===== src/smo_defs.vh =====
// constants for the sync monitor and output block
//
// How it works
// active video flag high only inside programmed start and end pixel positions
// writing 0x04 to the auto adjust register starts the automatic position search
// host refines the found start and end positions after the search finishes
// line sync edges within 100 ns of an accepted edge are ignored
// activity register reports all six sync inputs of both channels continuously
// selected channel register reports detail for the chosen channel only
// green sync activity needs 64 pulses with equal period and duty
// host gives line and frame sync activity top priority
// host trusts green sync activity only when line sync activity reads zero
// host keeps the green sync low pass filter bit set
// three level detection works on digitized green samples of the selected input
// host moves clamp start above 0x30 before checking three level sync
// line and frame repeats are plain buffered copies, never resynchronized
// line marker comes from pixel clock logic and marks each line start
// repeats and activity detection keep running during power down
// line repeat keeps period, polarity, width and format of its input
// with green sync selected the line repeat passes the whole embedded waveform
// line marker width in pixels and polarity programmable, trailing edge on pixel 0
// glitch filter is a hold-off counter loaded on each accepted edge
`ifndef SMO_DEFS_VH
`define SMO_DEFS_VH

// register indices, byte address is four times the index
`define SMO_IDX_SEL_INFO 8'h01
`define SMO_IDX_ACTIVITY 8'h02
`define SMO_IDX_MK_POL 8'h29
`define SMO_IDX_MK_WIDTH 8'h2a
`define SMO_IDX_SOG_CTL 8'h31
`define SMO_IDX_AUTO 8'h50
`define SMO_IDX_CTRL 8'h60
`define SMO_IDX_DE_START 8'h61
`define SMO_IDX_DE_END 8'h62
`define SMO_IDX_IRQ_STAT 8'h64
`define SMO_IDX_IRQ_EN 8'h65
`define SMO_IDX_IRQ_CLR 8'h66

// field positions
`define SMO_MK_POL_BIT 3
`define SMO_CTRL_CHAN_BIT 0
`define SMO_CTRL_SOG_BIT 1
`define SMO_CTRL_LPOL_BIT 2

// reset values and the auto adjust command
`define SMO_RST_SOG_CTL 8'h40
`define SMO_RST_MK_WIDTH 8'h20
`define SMO_RST_CTRL 8'h00
`define SMO_AUTO_DE_CMD 8'h04

// timing
`define SMO_CLK_NS 10
`define SMO_GLITCH_NS 100
`define SMO_GLITCH_CYC ((`SMO_GLITCH_NS + `SMO_CLK_NS - 1) / `SMO_CLK_NS)
`define SMO_ACT_TIMEOUT_CYC 1000000
`define SMO_SOG_PULSES 64

// three level sync and video thresholds on green samples
`define SMO_TRI_LOW 8'h10
`define SMO_TRI_HIGH 8'hc0
`define SMO_VIDEO_THR 8'h20

`endif


===== src/smo_glitch.v =====
// hold-off glitch filter for a sliced line sync
`timescale 1ns/1ns
module smo_glitch (
  input wire clk,
  input wire nrst,
  input wire ce,
  input wire sig,
  output reg filt_ff
);
`include "smo_defs.vh"

  localparam integer HOLD = `SMO_GLITCH_CYC;
  reg [3:0] hold_ff;

  // accept an edge, then block further edges until the counter runs out
  always @(posedge clk) begin
    if (!nrst) begin
      filt_ff <= 1'b0;
      hold_ff <= 4'h0;
    end else if (ce) begin
      if (hold_ff != 4'h0) begin
        hold_ff <= hold_ff - 4'h1;
      end else if (sig != filt_ff) begin
        filt_ff <= sig;
        hold_ff <= HOLD[3:0];
      end
    end
  end
endmodule // smo_glitch


===== src/smo_activity.v =====
// activity and polarity detector for one sync input
`timescale 1ns/1ns
module smo_activity #(
  parameter NEED = 1,
  parameter TIMEOUT = 1000000
) (
  input wire clk,
  input wire nrst,
  input wire ce,
  input wire sig,
  output reg active_ff,
  output reg pol_ff
);

  reg prev_ff;
  reg [15:0] per_ff;
  reg [15:0] hi_ff;
  reg [15:0] last_per_ff;
  reg [15:0] last_hi_ff;
  reg [6:0] match_ff;
  reg [23:0] idle_ff;
  wire rise;
  wire same;

  assign rise = sig & ~prev_ff;
  assign same = (per_ff == last_per_ff) && (hi_ff == last_hi_ff);

  // measure period and high time, count matching pulses, time out when idle
  always @(posedge clk) begin
    if (!nrst) begin
      prev_ff <= 1'b0;
      per_ff <= 16'h0000;
      hi_ff <= 16'h0000;
      last_per_ff <= 16'h0000;
      last_hi_ff <= 16'h0000;
      match_ff <= 7'h00;
      idle_ff <= 24'h000000;
      active_ff <= 1'b0;
      pol_ff <= 1'b0;
    end else if (ce) begin
      prev_ff <= sig;
      if (rise) begin
        per_ff <= 16'h0000;
        hi_ff <= 16'h0000;
        last_per_ff <= per_ff;
        last_hi_ff <= hi_ff;
        idle_ff <= 24'h000000;
        pol_ff <= (hi_ff > {1'b0, per_ff[15:1]}); // mostly high: active low pulses
        if (NEED == 1) begin
          active_ff <= 1'b1;
        end else if (same) begin
          if (match_ff == NEED[6:0] - 7'h1) begin
            active_ff <= 1'b1;
          end else begin
            match_ff <= match_ff + 7'h1;
          end
        end else begin
          match_ff <= 7'h00;
        end
      end else begin
        if (per_ff != 16'hffff) per_ff <= per_ff + 16'h1;
        if (sig && hi_ff != 16'hffff) hi_ff <= hi_ff + 16'h1;
        if (idle_ff >= TIMEOUT[23:0]) begin
          active_ff <= 1'b0;
          match_ff <= 7'h00;
        end else begin
          idle_ff <= idle_ff + 24'h1;
        end
      end
    end
  end
endmodule // smo_activity


===== src/smo_top.v =====
// sync monitor, repeats, line marker and active video flag with apb registers
//
// Implementation choice: the APB register port.
`timescale 1ns/1ns
// constants first, the timeout default below needs them
`include "smo_defs.vh"
module smo_top #(
  parameter ACT_TIMEOUT = `SMO_ACT_TIMEOUT_CYC
) (
  input wire clk,
  input wire nrst,
  input wire ce,
  input wire psel,
  input wire penable,
  input wire pwrite,
  input wire [9:0] paddr,
  input wire [31:0] pwdata,
  output reg [31:0] prdata,
  output reg pready,
  output reg pslverr,
  input wire line_sync_input_a,
  input wire line_sync_input_b,
  input wire frame_sync_input_a,
  input wire frame_sync_input_b,
  input wire green_embedded_sync_input_a,
  input wire green_embedded_sync_input_b,
  input wire green_frame_sync,
  input wire [7:0] green_sample,
  input wire power_down,
  output wire line_sync_repeat,
  output wire frame_sync_repeat,
  output reg pixel_aligned_line_marker,
  output reg active_video_flag,
  output reg irq
);

  // register file
  reg [7:0] sog_ctl_ff;
  reg [7:0] auto_ff;
  reg [7:0] mk_pol_ff;
  reg [7:0] mk_width_ff;
  reg [7:0] ctrl_ff;
  reg [11:0] de_start_ff;
  reg [11:0] de_end_ff;
  reg [7:0] irq_stat_ff;
  reg [7:0] irq_en_ff;

  // raw inputs: [0] line a [1] frame a [2] green a [3] line b [4] frame b [5] green b
  wire [5:0] raw;
  wire [5:0] clean;
  wire [5:0] act;
  wire [5:0] pol;
  assign raw = {green_embedded_sync_input_b, frame_sync_input_b, line_sync_input_b,
                green_embedded_sync_input_a, frame_sync_input_a, line_sync_input_a};

  // glitch filter on line syncs, activity detector on all six inputs
  genvar gi;
  generate
    for (gi = 0; gi < 6; gi = gi + 1) begin : g_in
      if (gi % 3 == 0) begin : g_line
        smo_glitch u_glitch (
          .clk(clk),
          .nrst(nrst),
          .ce(ce),
          .sig(raw[gi]),
          .filt_ff(clean[gi])
        );
      end else begin : g_pass
        assign clean[gi] = raw[gi];
      end
      smo_activity #(
        .NEED((gi % 3 == 2) ? `SMO_SOG_PULSES : 1),
        .TIMEOUT(ACT_TIMEOUT)
      ) u_act (
        .clk(clk),
        .nrst(nrst),
        .ce(ce),
        .sig(clean[gi]),
        .active_ff(act[gi]),
        .pol_ff(pol[gi])
      );
    end
  endgenerate

  // channel and source selection
  wire chan_b;
  wire sog_sel;
  wire [2:0] sel_act;
  wire [2:0] sel_pol;
  assign chan_b = ctrl_ff[`SMO_CTRL_CHAN_BIT];
  assign sog_sel = ctrl_ff[`SMO_CTRL_SOG_BIT];
  assign sel_act = chan_b ? act[5:3] : act[2:0];
  assign sel_pol = chan_b ? pol[5:3] : pol[2:0];

  // plain buffered repeats, no flip-flop in the path
  wire line_raw_sel;
  wire frame_raw_sel;
  assign line_raw_sel = sog_sel ? (chan_b ? raw[5] : raw[2])
                                : (chan_b ? raw[3] : raw[0]);
  assign frame_raw_sel = sog_sel ? green_frame_sync : (chan_b ? raw[4] : raw[1]);
  assign line_sync_repeat = line_raw_sel;
  assign frame_sync_repeat = frame_raw_sel;

  // filtered line sync, or unfiltered green sync when selected, drives the pixel timing
  wire line_clean_sel;
  wire line_active_lvl;
  reg line_prev_ff;
  wire line_start;
  assign line_clean_sel = sog_sel ? (chan_b ? clean[5] : clean[2])
                                  : (chan_b ? clean[3] : clean[0]);
  assign line_active_lvl = line_clean_sel ^ ctrl_ff[`SMO_CTRL_LPOL_BIT];
  assign line_start = line_active_lvl & ~line_prev_ff;

  // pixel counter and previous line length
  reg [11:0] pix_ff;
  reg [11:0] line_len_ff;
  wire run;
  assign run = ce & ~power_down;

  always @(posedge clk) begin
    if (!nrst) begin
      line_prev_ff <= 1'b0;
      pix_ff <= 12'h000;
      line_len_ff <= 12'hfff;
    end else if (run) begin
      line_prev_ff <= line_active_lvl;
      if (line_start) begin
        pix_ff <= 12'h000;
        line_len_ff <= pix_ff;
      end else if (pix_ff != 12'hfff) begin
        pix_ff <= pix_ff + 12'h1;
      end
    end
  end

  // marker: leading edge at line end minus width, trailing edge on pixel 0
  wire [11:0] mk_lead;
  wire mk_on;
  assign mk_lead = line_len_ff - {4'h0, mk_width_ff};
  assign mk_on = (mk_width_ff != 8'h00) && (pix_ff >= mk_lead) && !line_start;

  always @(posedge clk) begin
    if (!nrst) begin
      pixel_aligned_line_marker <= 1'b0;
    end else if (run) begin
      pixel_aligned_line_marker <= mk_on ^ mk_pol_ff[`SMO_MK_POL_BIT];
    end
  end

  // active video flag from programmed window
  always @(posedge clk) begin
    if (!nrst) begin
      active_video_flag <= 1'b0;
    end else if (run) begin
      active_video_flag <= (de_end_ff > de_start_ff) && !line_start &&
                           (pix_ff >= de_start_ff) && (pix_ff < de_end_ff);
    end
  end

  // automatic position search over one whole line
  localparam [2:0] AU_IDLE = 3'b001;
  localparam [2:0] AU_WAIT = 3'b010;
  localparam [2:0] AU_SCAN = 3'b100;
  reg [2:0] au_state_ff;
  reg [11:0] au_first_ff;
  reg [11:0] au_last_ff;
  reg au_seen_ff;
  reg au_done_ff;
  wire auto_cmd;
  wire bus_wr;
  wire [7:0] idx;
  assign idx = paddr[9:2];
  assign bus_wr = psel & penable & pready & pwrite & ~pslverr;
  assign auto_cmd = bus_wr && idx == `SMO_IDX_AUTO && pwdata[7:0] == `SMO_AUTO_DE_CMD;

  always @(posedge clk) begin
    if (!nrst) begin
      au_state_ff <= AU_IDLE;
      au_first_ff <= 12'h000;
      au_last_ff <= 12'h000;
      au_seen_ff <= 1'b0;
      au_done_ff <= 1'b0;
    end else if (run) begin
      au_done_ff <= 1'b0;
      case (au_state_ff)
        AU_IDLE: begin
          if (auto_cmd) au_state_ff <= AU_WAIT;
        end
        AU_WAIT: begin
          au_seen_ff <= 1'b0;
          if (line_start) au_state_ff <= AU_SCAN;
        end
        AU_SCAN: begin
          if (line_start) begin
            au_state_ff <= AU_IDLE;
            au_done_ff <= au_seen_ff;
          end else if (green_sample > `SMO_VIDEO_THR) begin
            if (!au_seen_ff) au_first_ff <= pix_ff;
            au_last_ff <= pix_ff + 12'h1;
            au_seen_ff <= 1'b1;
          end
        end
        default: begin
          au_state_ff <= AU_IDLE;
        end
      endcase
    end
  end

  // three level detect: dip below low then rise above high within one line
  reg tri_low_ff;
  reg tri_line_ff;
  reg tri_ff;
  always @(posedge clk) begin
    if (!nrst) begin
      tri_low_ff <= 1'b0;
      tri_line_ff <= 1'b0;
      tri_ff <= 1'b0;
    end else if (run) begin
      if (line_start) begin
        tri_ff <= tri_line_ff;
        tri_line_ff <= 1'b0;
        tri_low_ff <= 1'b0;
      end else if (green_sample < `SMO_TRI_LOW) begin
        tri_low_ff <= 1'b1;
      end else if (tri_low_ff && green_sample > `SMO_TRI_HIGH) begin
        tri_line_ff <= 1'b1;
      end
    end
  end

  // selected channel detail and channel activity words
  wire [7:0] sel_info;
  wire [7:0] activity;
  assign sel_info = {1'b0, chan_b, tri_ff, sel_pol[1], sel_pol[0],
                     sel_act[2], sel_act[1], sel_act[0]};
  assign activity = {2'b00, act};

  // interrupt events: selected activity change, search done, three level change
  reg [2:0] sel_act_prev_ff;
  reg tri_prev_ff;
  wire [7:0] events;
  assign events = {5'h00, tri_ff != tri_prev_ff, au_done_ff, sel_act != sel_act_prev_ff};

  // apb decode of a mapped index
  function mapped;
    input [7:0] i;
    begin
      mapped = (i == `SMO_IDX_SEL_INFO) || (i == `SMO_IDX_ACTIVITY) ||
               (i == `SMO_IDX_MK_POL) || (i == `SMO_IDX_MK_WIDTH) ||
               (i == `SMO_IDX_SOG_CTL) || (i == `SMO_IDX_AUTO) ||
               (i == `SMO_IDX_CTRL) || (i == `SMO_IDX_DE_START) ||
               (i == `SMO_IDX_DE_END) || (i == `SMO_IDX_IRQ_STAT) ||
               (i == `SMO_IDX_IRQ_EN) || (i == `SMO_IDX_IRQ_CLR);
    end
  endfunction

  reg [31:0] rd_mux;
  always @* begin
    rd_mux = 32'h00000000;
    case (idx)
      `SMO_IDX_SEL_INFO: rd_mux[7:0] = sel_info;
      `SMO_IDX_ACTIVITY: rd_mux[7:0] = activity;
      `SMO_IDX_MK_POL: rd_mux[7:0] = mk_pol_ff;
      `SMO_IDX_MK_WIDTH: rd_mux[7:0] = mk_width_ff;
      `SMO_IDX_SOG_CTL: rd_mux[7:0] = sog_ctl_ff;
      `SMO_IDX_AUTO: rd_mux[7:0] = auto_ff;
      `SMO_IDX_CTRL: rd_mux[7:0] = ctrl_ff;
      `SMO_IDX_DE_START: rd_mux[11:0] = de_start_ff;
      `SMO_IDX_DE_END: rd_mux[11:0] = de_end_ff;
      `SMO_IDX_IRQ_STAT: rd_mux[7:0] = irq_stat_ff;
      `SMO_IDX_IRQ_EN: rd_mux[7:0] = irq_en_ff;
      default: rd_mux = 32'h00000000;
    endcase
  end

  // apb slave: answer in the first access cycle
  always @(posedge clk) begin
    if (!nrst) begin
      pready <= 1'b0;
      pslverr <= 1'b0;
      prdata <= 32'h00000000;
    end else if (ce) begin
      pready <= psel & ~penable;
      pslverr <= psel & ~penable & ((paddr[1:0] != 2'b00) | ~mapped(idx));
      // refused unaligned reads return zero, not the word behind the index
      if (psel && !penable && !pwrite) begin
        if (paddr[1:0] == 2'b00) begin
          prdata <= rd_mux;
        end else begin
          prdata <= 32'h00000000;
        end
      end
    end
  end

  // register writes, search results and interrupt state
  always @(posedge clk) begin
    if (!nrst) begin
      sog_ctl_ff <= `SMO_RST_SOG_CTL;
      auto_ff <= 8'h00;
      mk_pol_ff <= 8'h00;
      mk_width_ff <= `SMO_RST_MK_WIDTH;
      ctrl_ff <= `SMO_RST_CTRL;
      de_start_ff <= 12'h000;
      de_end_ff <= 12'h000;
      irq_stat_ff <= 8'h00;
      irq_en_ff <= 8'h00;
      sel_act_prev_ff <= 3'b000;
      tri_prev_ff <= 1'b0;
      irq <= 1'b0;
    end else if (ce) begin
      sel_act_prev_ff <= sel_act;
      tri_prev_ff <= tri_ff;
      if (bus_wr) begin
        case (idx)
          `SMO_IDX_MK_POL: mk_pol_ff <= pwdata[7:0];
          `SMO_IDX_MK_WIDTH: mk_width_ff <= pwdata[7:0];
          `SMO_IDX_SOG_CTL: sog_ctl_ff <= pwdata[7:0];
          `SMO_IDX_AUTO: auto_ff <= pwdata[7:0];
          `SMO_IDX_CTRL: ctrl_ff <= pwdata[7:0];
          `SMO_IDX_DE_START: de_start_ff <= pwdata[11:0];
          `SMO_IDX_DE_END: de_end_ff <= pwdata[11:0];
          `SMO_IDX_IRQ_EN: irq_en_ff <= pwdata[7:0];
          default: ;
        endcase
      end
      // results land as a rough window for the host to refine
      if (au_done_ff && run) begin
        de_start_ff <= au_first_ff;
        de_end_ff <= au_last_ff;
        auto_ff <= 8'h00;
      end
      // set wins over clear
      if (bus_wr && idx == `SMO_IDX_IRQ_CLR) begin
        irq_stat_ff <= (irq_stat_ff & ~pwdata[7:0]) | events;
      end else begin
        irq_stat_ff <= irq_stat_ff | events;
      end
      irq <= |(irq_stat_ff & irq_en_ff);
    end
  end
endmodule // smo_top


===== config.mk =====
export PLATFORM = sky130hd
export DESIGN_NAME = smo_top
export DESIGN_NICKNAME = d
export VERILOG_FILES = /design/src/smo_glitch.v /design/src/smo_activity.v /design/src/smo_top.v
export VERILOG_INCLUDE_DIRS = /design/src
export SDC_FILE = /design/constraint.sdc
export NUM_CORES = 2
export LEC_CHECK = 0
export ABC_AREA = 1
export BUFFER_PORTS_ARGS = -buffer_cell sky130_fd_sc_hd__buf_2
export CAP_MARGIN = 10
export CORE_UTILIZATION = 60
export DETAILED_ROUTE_END_ITERATION = 12
export GPL_TIMING_DRIVEN = 0
export PLACE_DENSITY = 0.87
export SLEW_MARGIN = 15
export SYNTH_ARGS = -nofsm -noshare
export SYNTH_HDL_FRONTEND = slang
export SYNTH_SLANG_ARGS = --single-unit
export TNS_END_PERCENT = 20

===== constraint.sdc =====
create_clock -name clk -period 5.7 [get_ports clk]
set_clock_uncertainty 0.1 [all_clocks]
set_input_delay 1.425 -clock clk [delete_from_list [all_inputs] [get_ports clk]]
set_output_delay 1.425 -clock clk [all_outputs]
set_load 0.005 [all_outputs]

==> results.ini <==
[floorplan]
die_area_mm2=0.0568
die_width_um=238
core_area_mm2=0.0551
io_pins=103
initial_utilization=0.608
rows=86
die_h_um=238

[place]
gp_congestion=0.986
io_buffers=62
dp_hpwl_um=71500
dpl_cell_area_mm2=0.0348

[status]
status=complete, no violations

[layout]
multi_input_comb_area_mm2=0.0184
final_cell_mix=1231 x nand2_1, 635 x nor2_1, 598 x dfxtp_1
fin_nets=5446
final_area_mm2=0.0370
register_area_mm2=0.0120
drive_gt1_frac=0.0592
layout_commonest_cell=nand2_1
n_fill_cell=4886
syn_to_final_growth_pct=10.5

[hold_path]
whs_endpoint=g_in[3].u_act.idle_ff[20]$_SDFFE_PN0P_
hold_path_depth=2
min_from=g_in[3].u_act.idle_ff[20]$_SDFFE_PN0P_
hp-class=flop to flop

[grt]
grt_use_met1=0.432
grtUsageTotal=0.339
first_global_vias=31341
grtUsageMet3=0.0587
grt.overflow.total=0
grt_pass1_wl_um=156000
met2_usage=0.558
antenna_found_initial=6
grt_max_degree=15
busiest_layer=met2

[synth]
synth.top_cells.by_area=dfxtp_1 36%, nand2_1 14%, a21oi_1 7.6%
yosysSeqAreaShare=0.357
synth_area_mm2=0.0335
yosys.cell_types.count=58
ys_ff_latch=598
synthCells=5087
syn_area_per_cell_um2=6.59
yosys.area.top_type=dfxtp_1
yosysWarnings=0
yosysTopAreaCellShare=0.357

[clock_tree]
hold_buffers=0
cts_htree_levels=3
root_buffer=clkbuf_16
tritoncts=yes
cts_inserted_buffers=67
cts.sinks=598
path_clk_slew_ps=60
post_cts_buffers=0
ctsLongestPathBuffers=3
clock_latency_ps=630
cts_resized=0

[timing]
finalHoldViolations=0
tightest_slew_ps=1350
tns_ps=0
fmax_mhz=252
slew_violations=0
slew_headroom=0.102
fin_crit_ps=3980
rsz0062_at_grt=false
finalCritPeriodShare=0.698
final-setup-viol-count=0

[run]
max_cap_viol_count=0

[critical_path]
cp.arrival_ps=4330
cp_common_cell=clkbuf_1
reg2reg_setup_slack_ps=2390
worst_setup_path_start_kind=primary input
crit_slowest_cell=clkbuf_1
crit_required_ps=6060
crit_fanout=10
cp_num_buf_inv=5
r2r-start=mk_width_ff[0]$_SDFFE_PN0P_
path_class=primary input to flop
reg2reg_depth=22
regToRegEndpoint=pixel_aligned_line_marker$_SDFFE_PN0P_
endpoint_kind=flop
worstPathCellList=buf_2 -> inv_1 -> clkbuf_1 -> clkbuf_1 -> clkbuf_1 -> a21oi_1
max_stage_delay_ps=800
critPathTopFamily=buffers and inverters

[pwr]
clkPwrFrac=0.452
p_sw_frac=0.271
switchingPower_mw=2.62
power_frac_seq=0.453
leakage_nw=14.9
peakVddDrop_v=0.000233
internal-power_mw=7.04
p_comb_frac=0.095
p_per_area_mw_per_mm2=261

[drt]
wire_per_inst_um=16.2
drtIter0Drc=3319
num_vias=34395
ant_nets=0
vias_per_cell=5.70
postRouteWirelength_um=98100
drt_pass1_iterations=6
drcViolationCount=0

## sequential cells by signal, summed over array words and instances (netlist names), 12 cells and up
register	cells
au_first_ff	12
au_last_ff	12
de_end_ff	12
de_start_ff	12
g_in.u_act.hi_ff	96
g_in.u_act.idle_ff	144
g_in.u_act.last_hi_ff	32
g_in.u_act.last_per_ff	32
g_in.u_act.match_ff	14
g_in.u_act.per_ff	96
line_len_ff	12
pix_ff	12
prdata	12
## cell usage after synthesis (all sizes together)
cell,instances
dfxtp,598
nor3b,5
nand2,1240
xnor2,37
clkbuf,90
nor2,648
a31oi,8
o31ai,2
ha,144
nor3,156
o21ai,320
a2bb2oi,1
nand3,295
and3,3
a21boi,3
o21a,8
a32oi,7
nand3b,16
a221oi,1
or3,1
o211a,2
o2111ai,1
a21oi,512
xor2,94
clkinv,1
a41oi,1
o211ai,17
o221ai,1
o21bai,8
nor4,14
nand4,108
buf,90
and2,1
conb,1
inv,611
fa,1
or2,6
a22oi,11
a211oi,19
o22ai,4
a22o,1
## power groups by stage
stage                     clock network, mW  logic (mW)  registers [mW]
after global placement                    0       0.869            4.46
after global routing                   4.57        1.01            4.39
after detailed placement                  0       0.891            4.46
final                                  4.37       0.919            4.38
after floorplan                           0       0.602            4.43
after CTS                              4.39       0.898            4.37
## per-stage QoR
| stage | utilization | worst slack (ps) | hold slack (ps) | cells | total power [mW] |
|---|---|---|---|---|---|
| 4_1_cts | 0.672 | 1830 | 339 | 6037 | 9.66 |
| 3_3_place_gp | 0.632 | 1200 | 326 | 5916 | 5.33 |
| 5_1_grt | 0.672 | 1780 | 354 | 6038 | 9.96 |
| 6_report | 0.672 | 1720 | 342 | 6039 | 9.67 |
| 3_5_place_dp | 0.632 | 1290 | 329 | 5916 | 5.35 |
| 2_1_floorplan | - | 2420 | 318 | 5106 | 5.04 |
## worst reg2reg max path, stage by stage, from the launching register on
cell and delay, ps:
dfxtp_1 390, ha_1 200, inv_1 70, fa_1 410, a21oi_1 160, o21ai_0 150, nand2_1 90, nand2_1 50
nand2_1 60, nand2_1 80, nand3_1 100, nand2_1 80, xor2_1 150, ha_1 290, nand4_1 140, nor3_1 170
nand2_1 70, nand2_1 130, nand3_1 90, nand2_1 70, nand3_1 60, nand2_1 60, inv_1 40
## area by class of cell
class                   count  share of cell area
clock buffers              93              0.0514
repair buffers             62             0.00838
clock inverters            28             0.00821
flip-flops and latches    598               0.323
multi-input cells        3716               0.498
plain buffers             180              0.0236
well taps                 748              0.0253
inverters                 612              0.0620
diodes                      2            0.000135
## logic make-up (layout without fill, tap and decap cells)
family                     after synthesis  in the layout  share of synthesized area
AOI/OAI and AO/OA                      927            927                      0.147
other                                    1             22                   0.000112
buffers and inverters                  792            975                     0.0946
xor gates and xnor gates               131            131                     0.0342
adders and majority gates              145            145                     0.0544
DFF                                    598            598                      0.357
and+or+nand+nor                       2493           2493                      0.313
## worst max path at each step
stage / start / end / slack [ps] / cells past startpoint
after floorplan: green_embedded_sync_input_a / line_sync_repeat / 2420 / 4
after global placement: nrst / g_in[3].u_act.per_ff[15]$_SDFFE_PN0P_ / 1200 / 6
after detailed placement: nrst / g_in[5].u_act.per_ff[15]$_SDFFE_PN0P_ / 1290 / 6
after CTS: green_embedded_sync_input_b / line_sync_repeat / 1830 / 6
after global routing: green_embedded_sync_input_a / line_sync_repeat / 1780 / 6
final: nrst / g_in[5].u_act.per_ff[15]$_SDFFE_PN0P_ / 1720 / 6
## metal layers
metal  part of all wire  vias to the layer above
li1                   -                    16834
met1               0.41                    15754
met2               0.46                     1506
met3              0.091                      293
met4              0.043                        8
met5            0.00051                        -
Power figures use the tool's default switching activity.
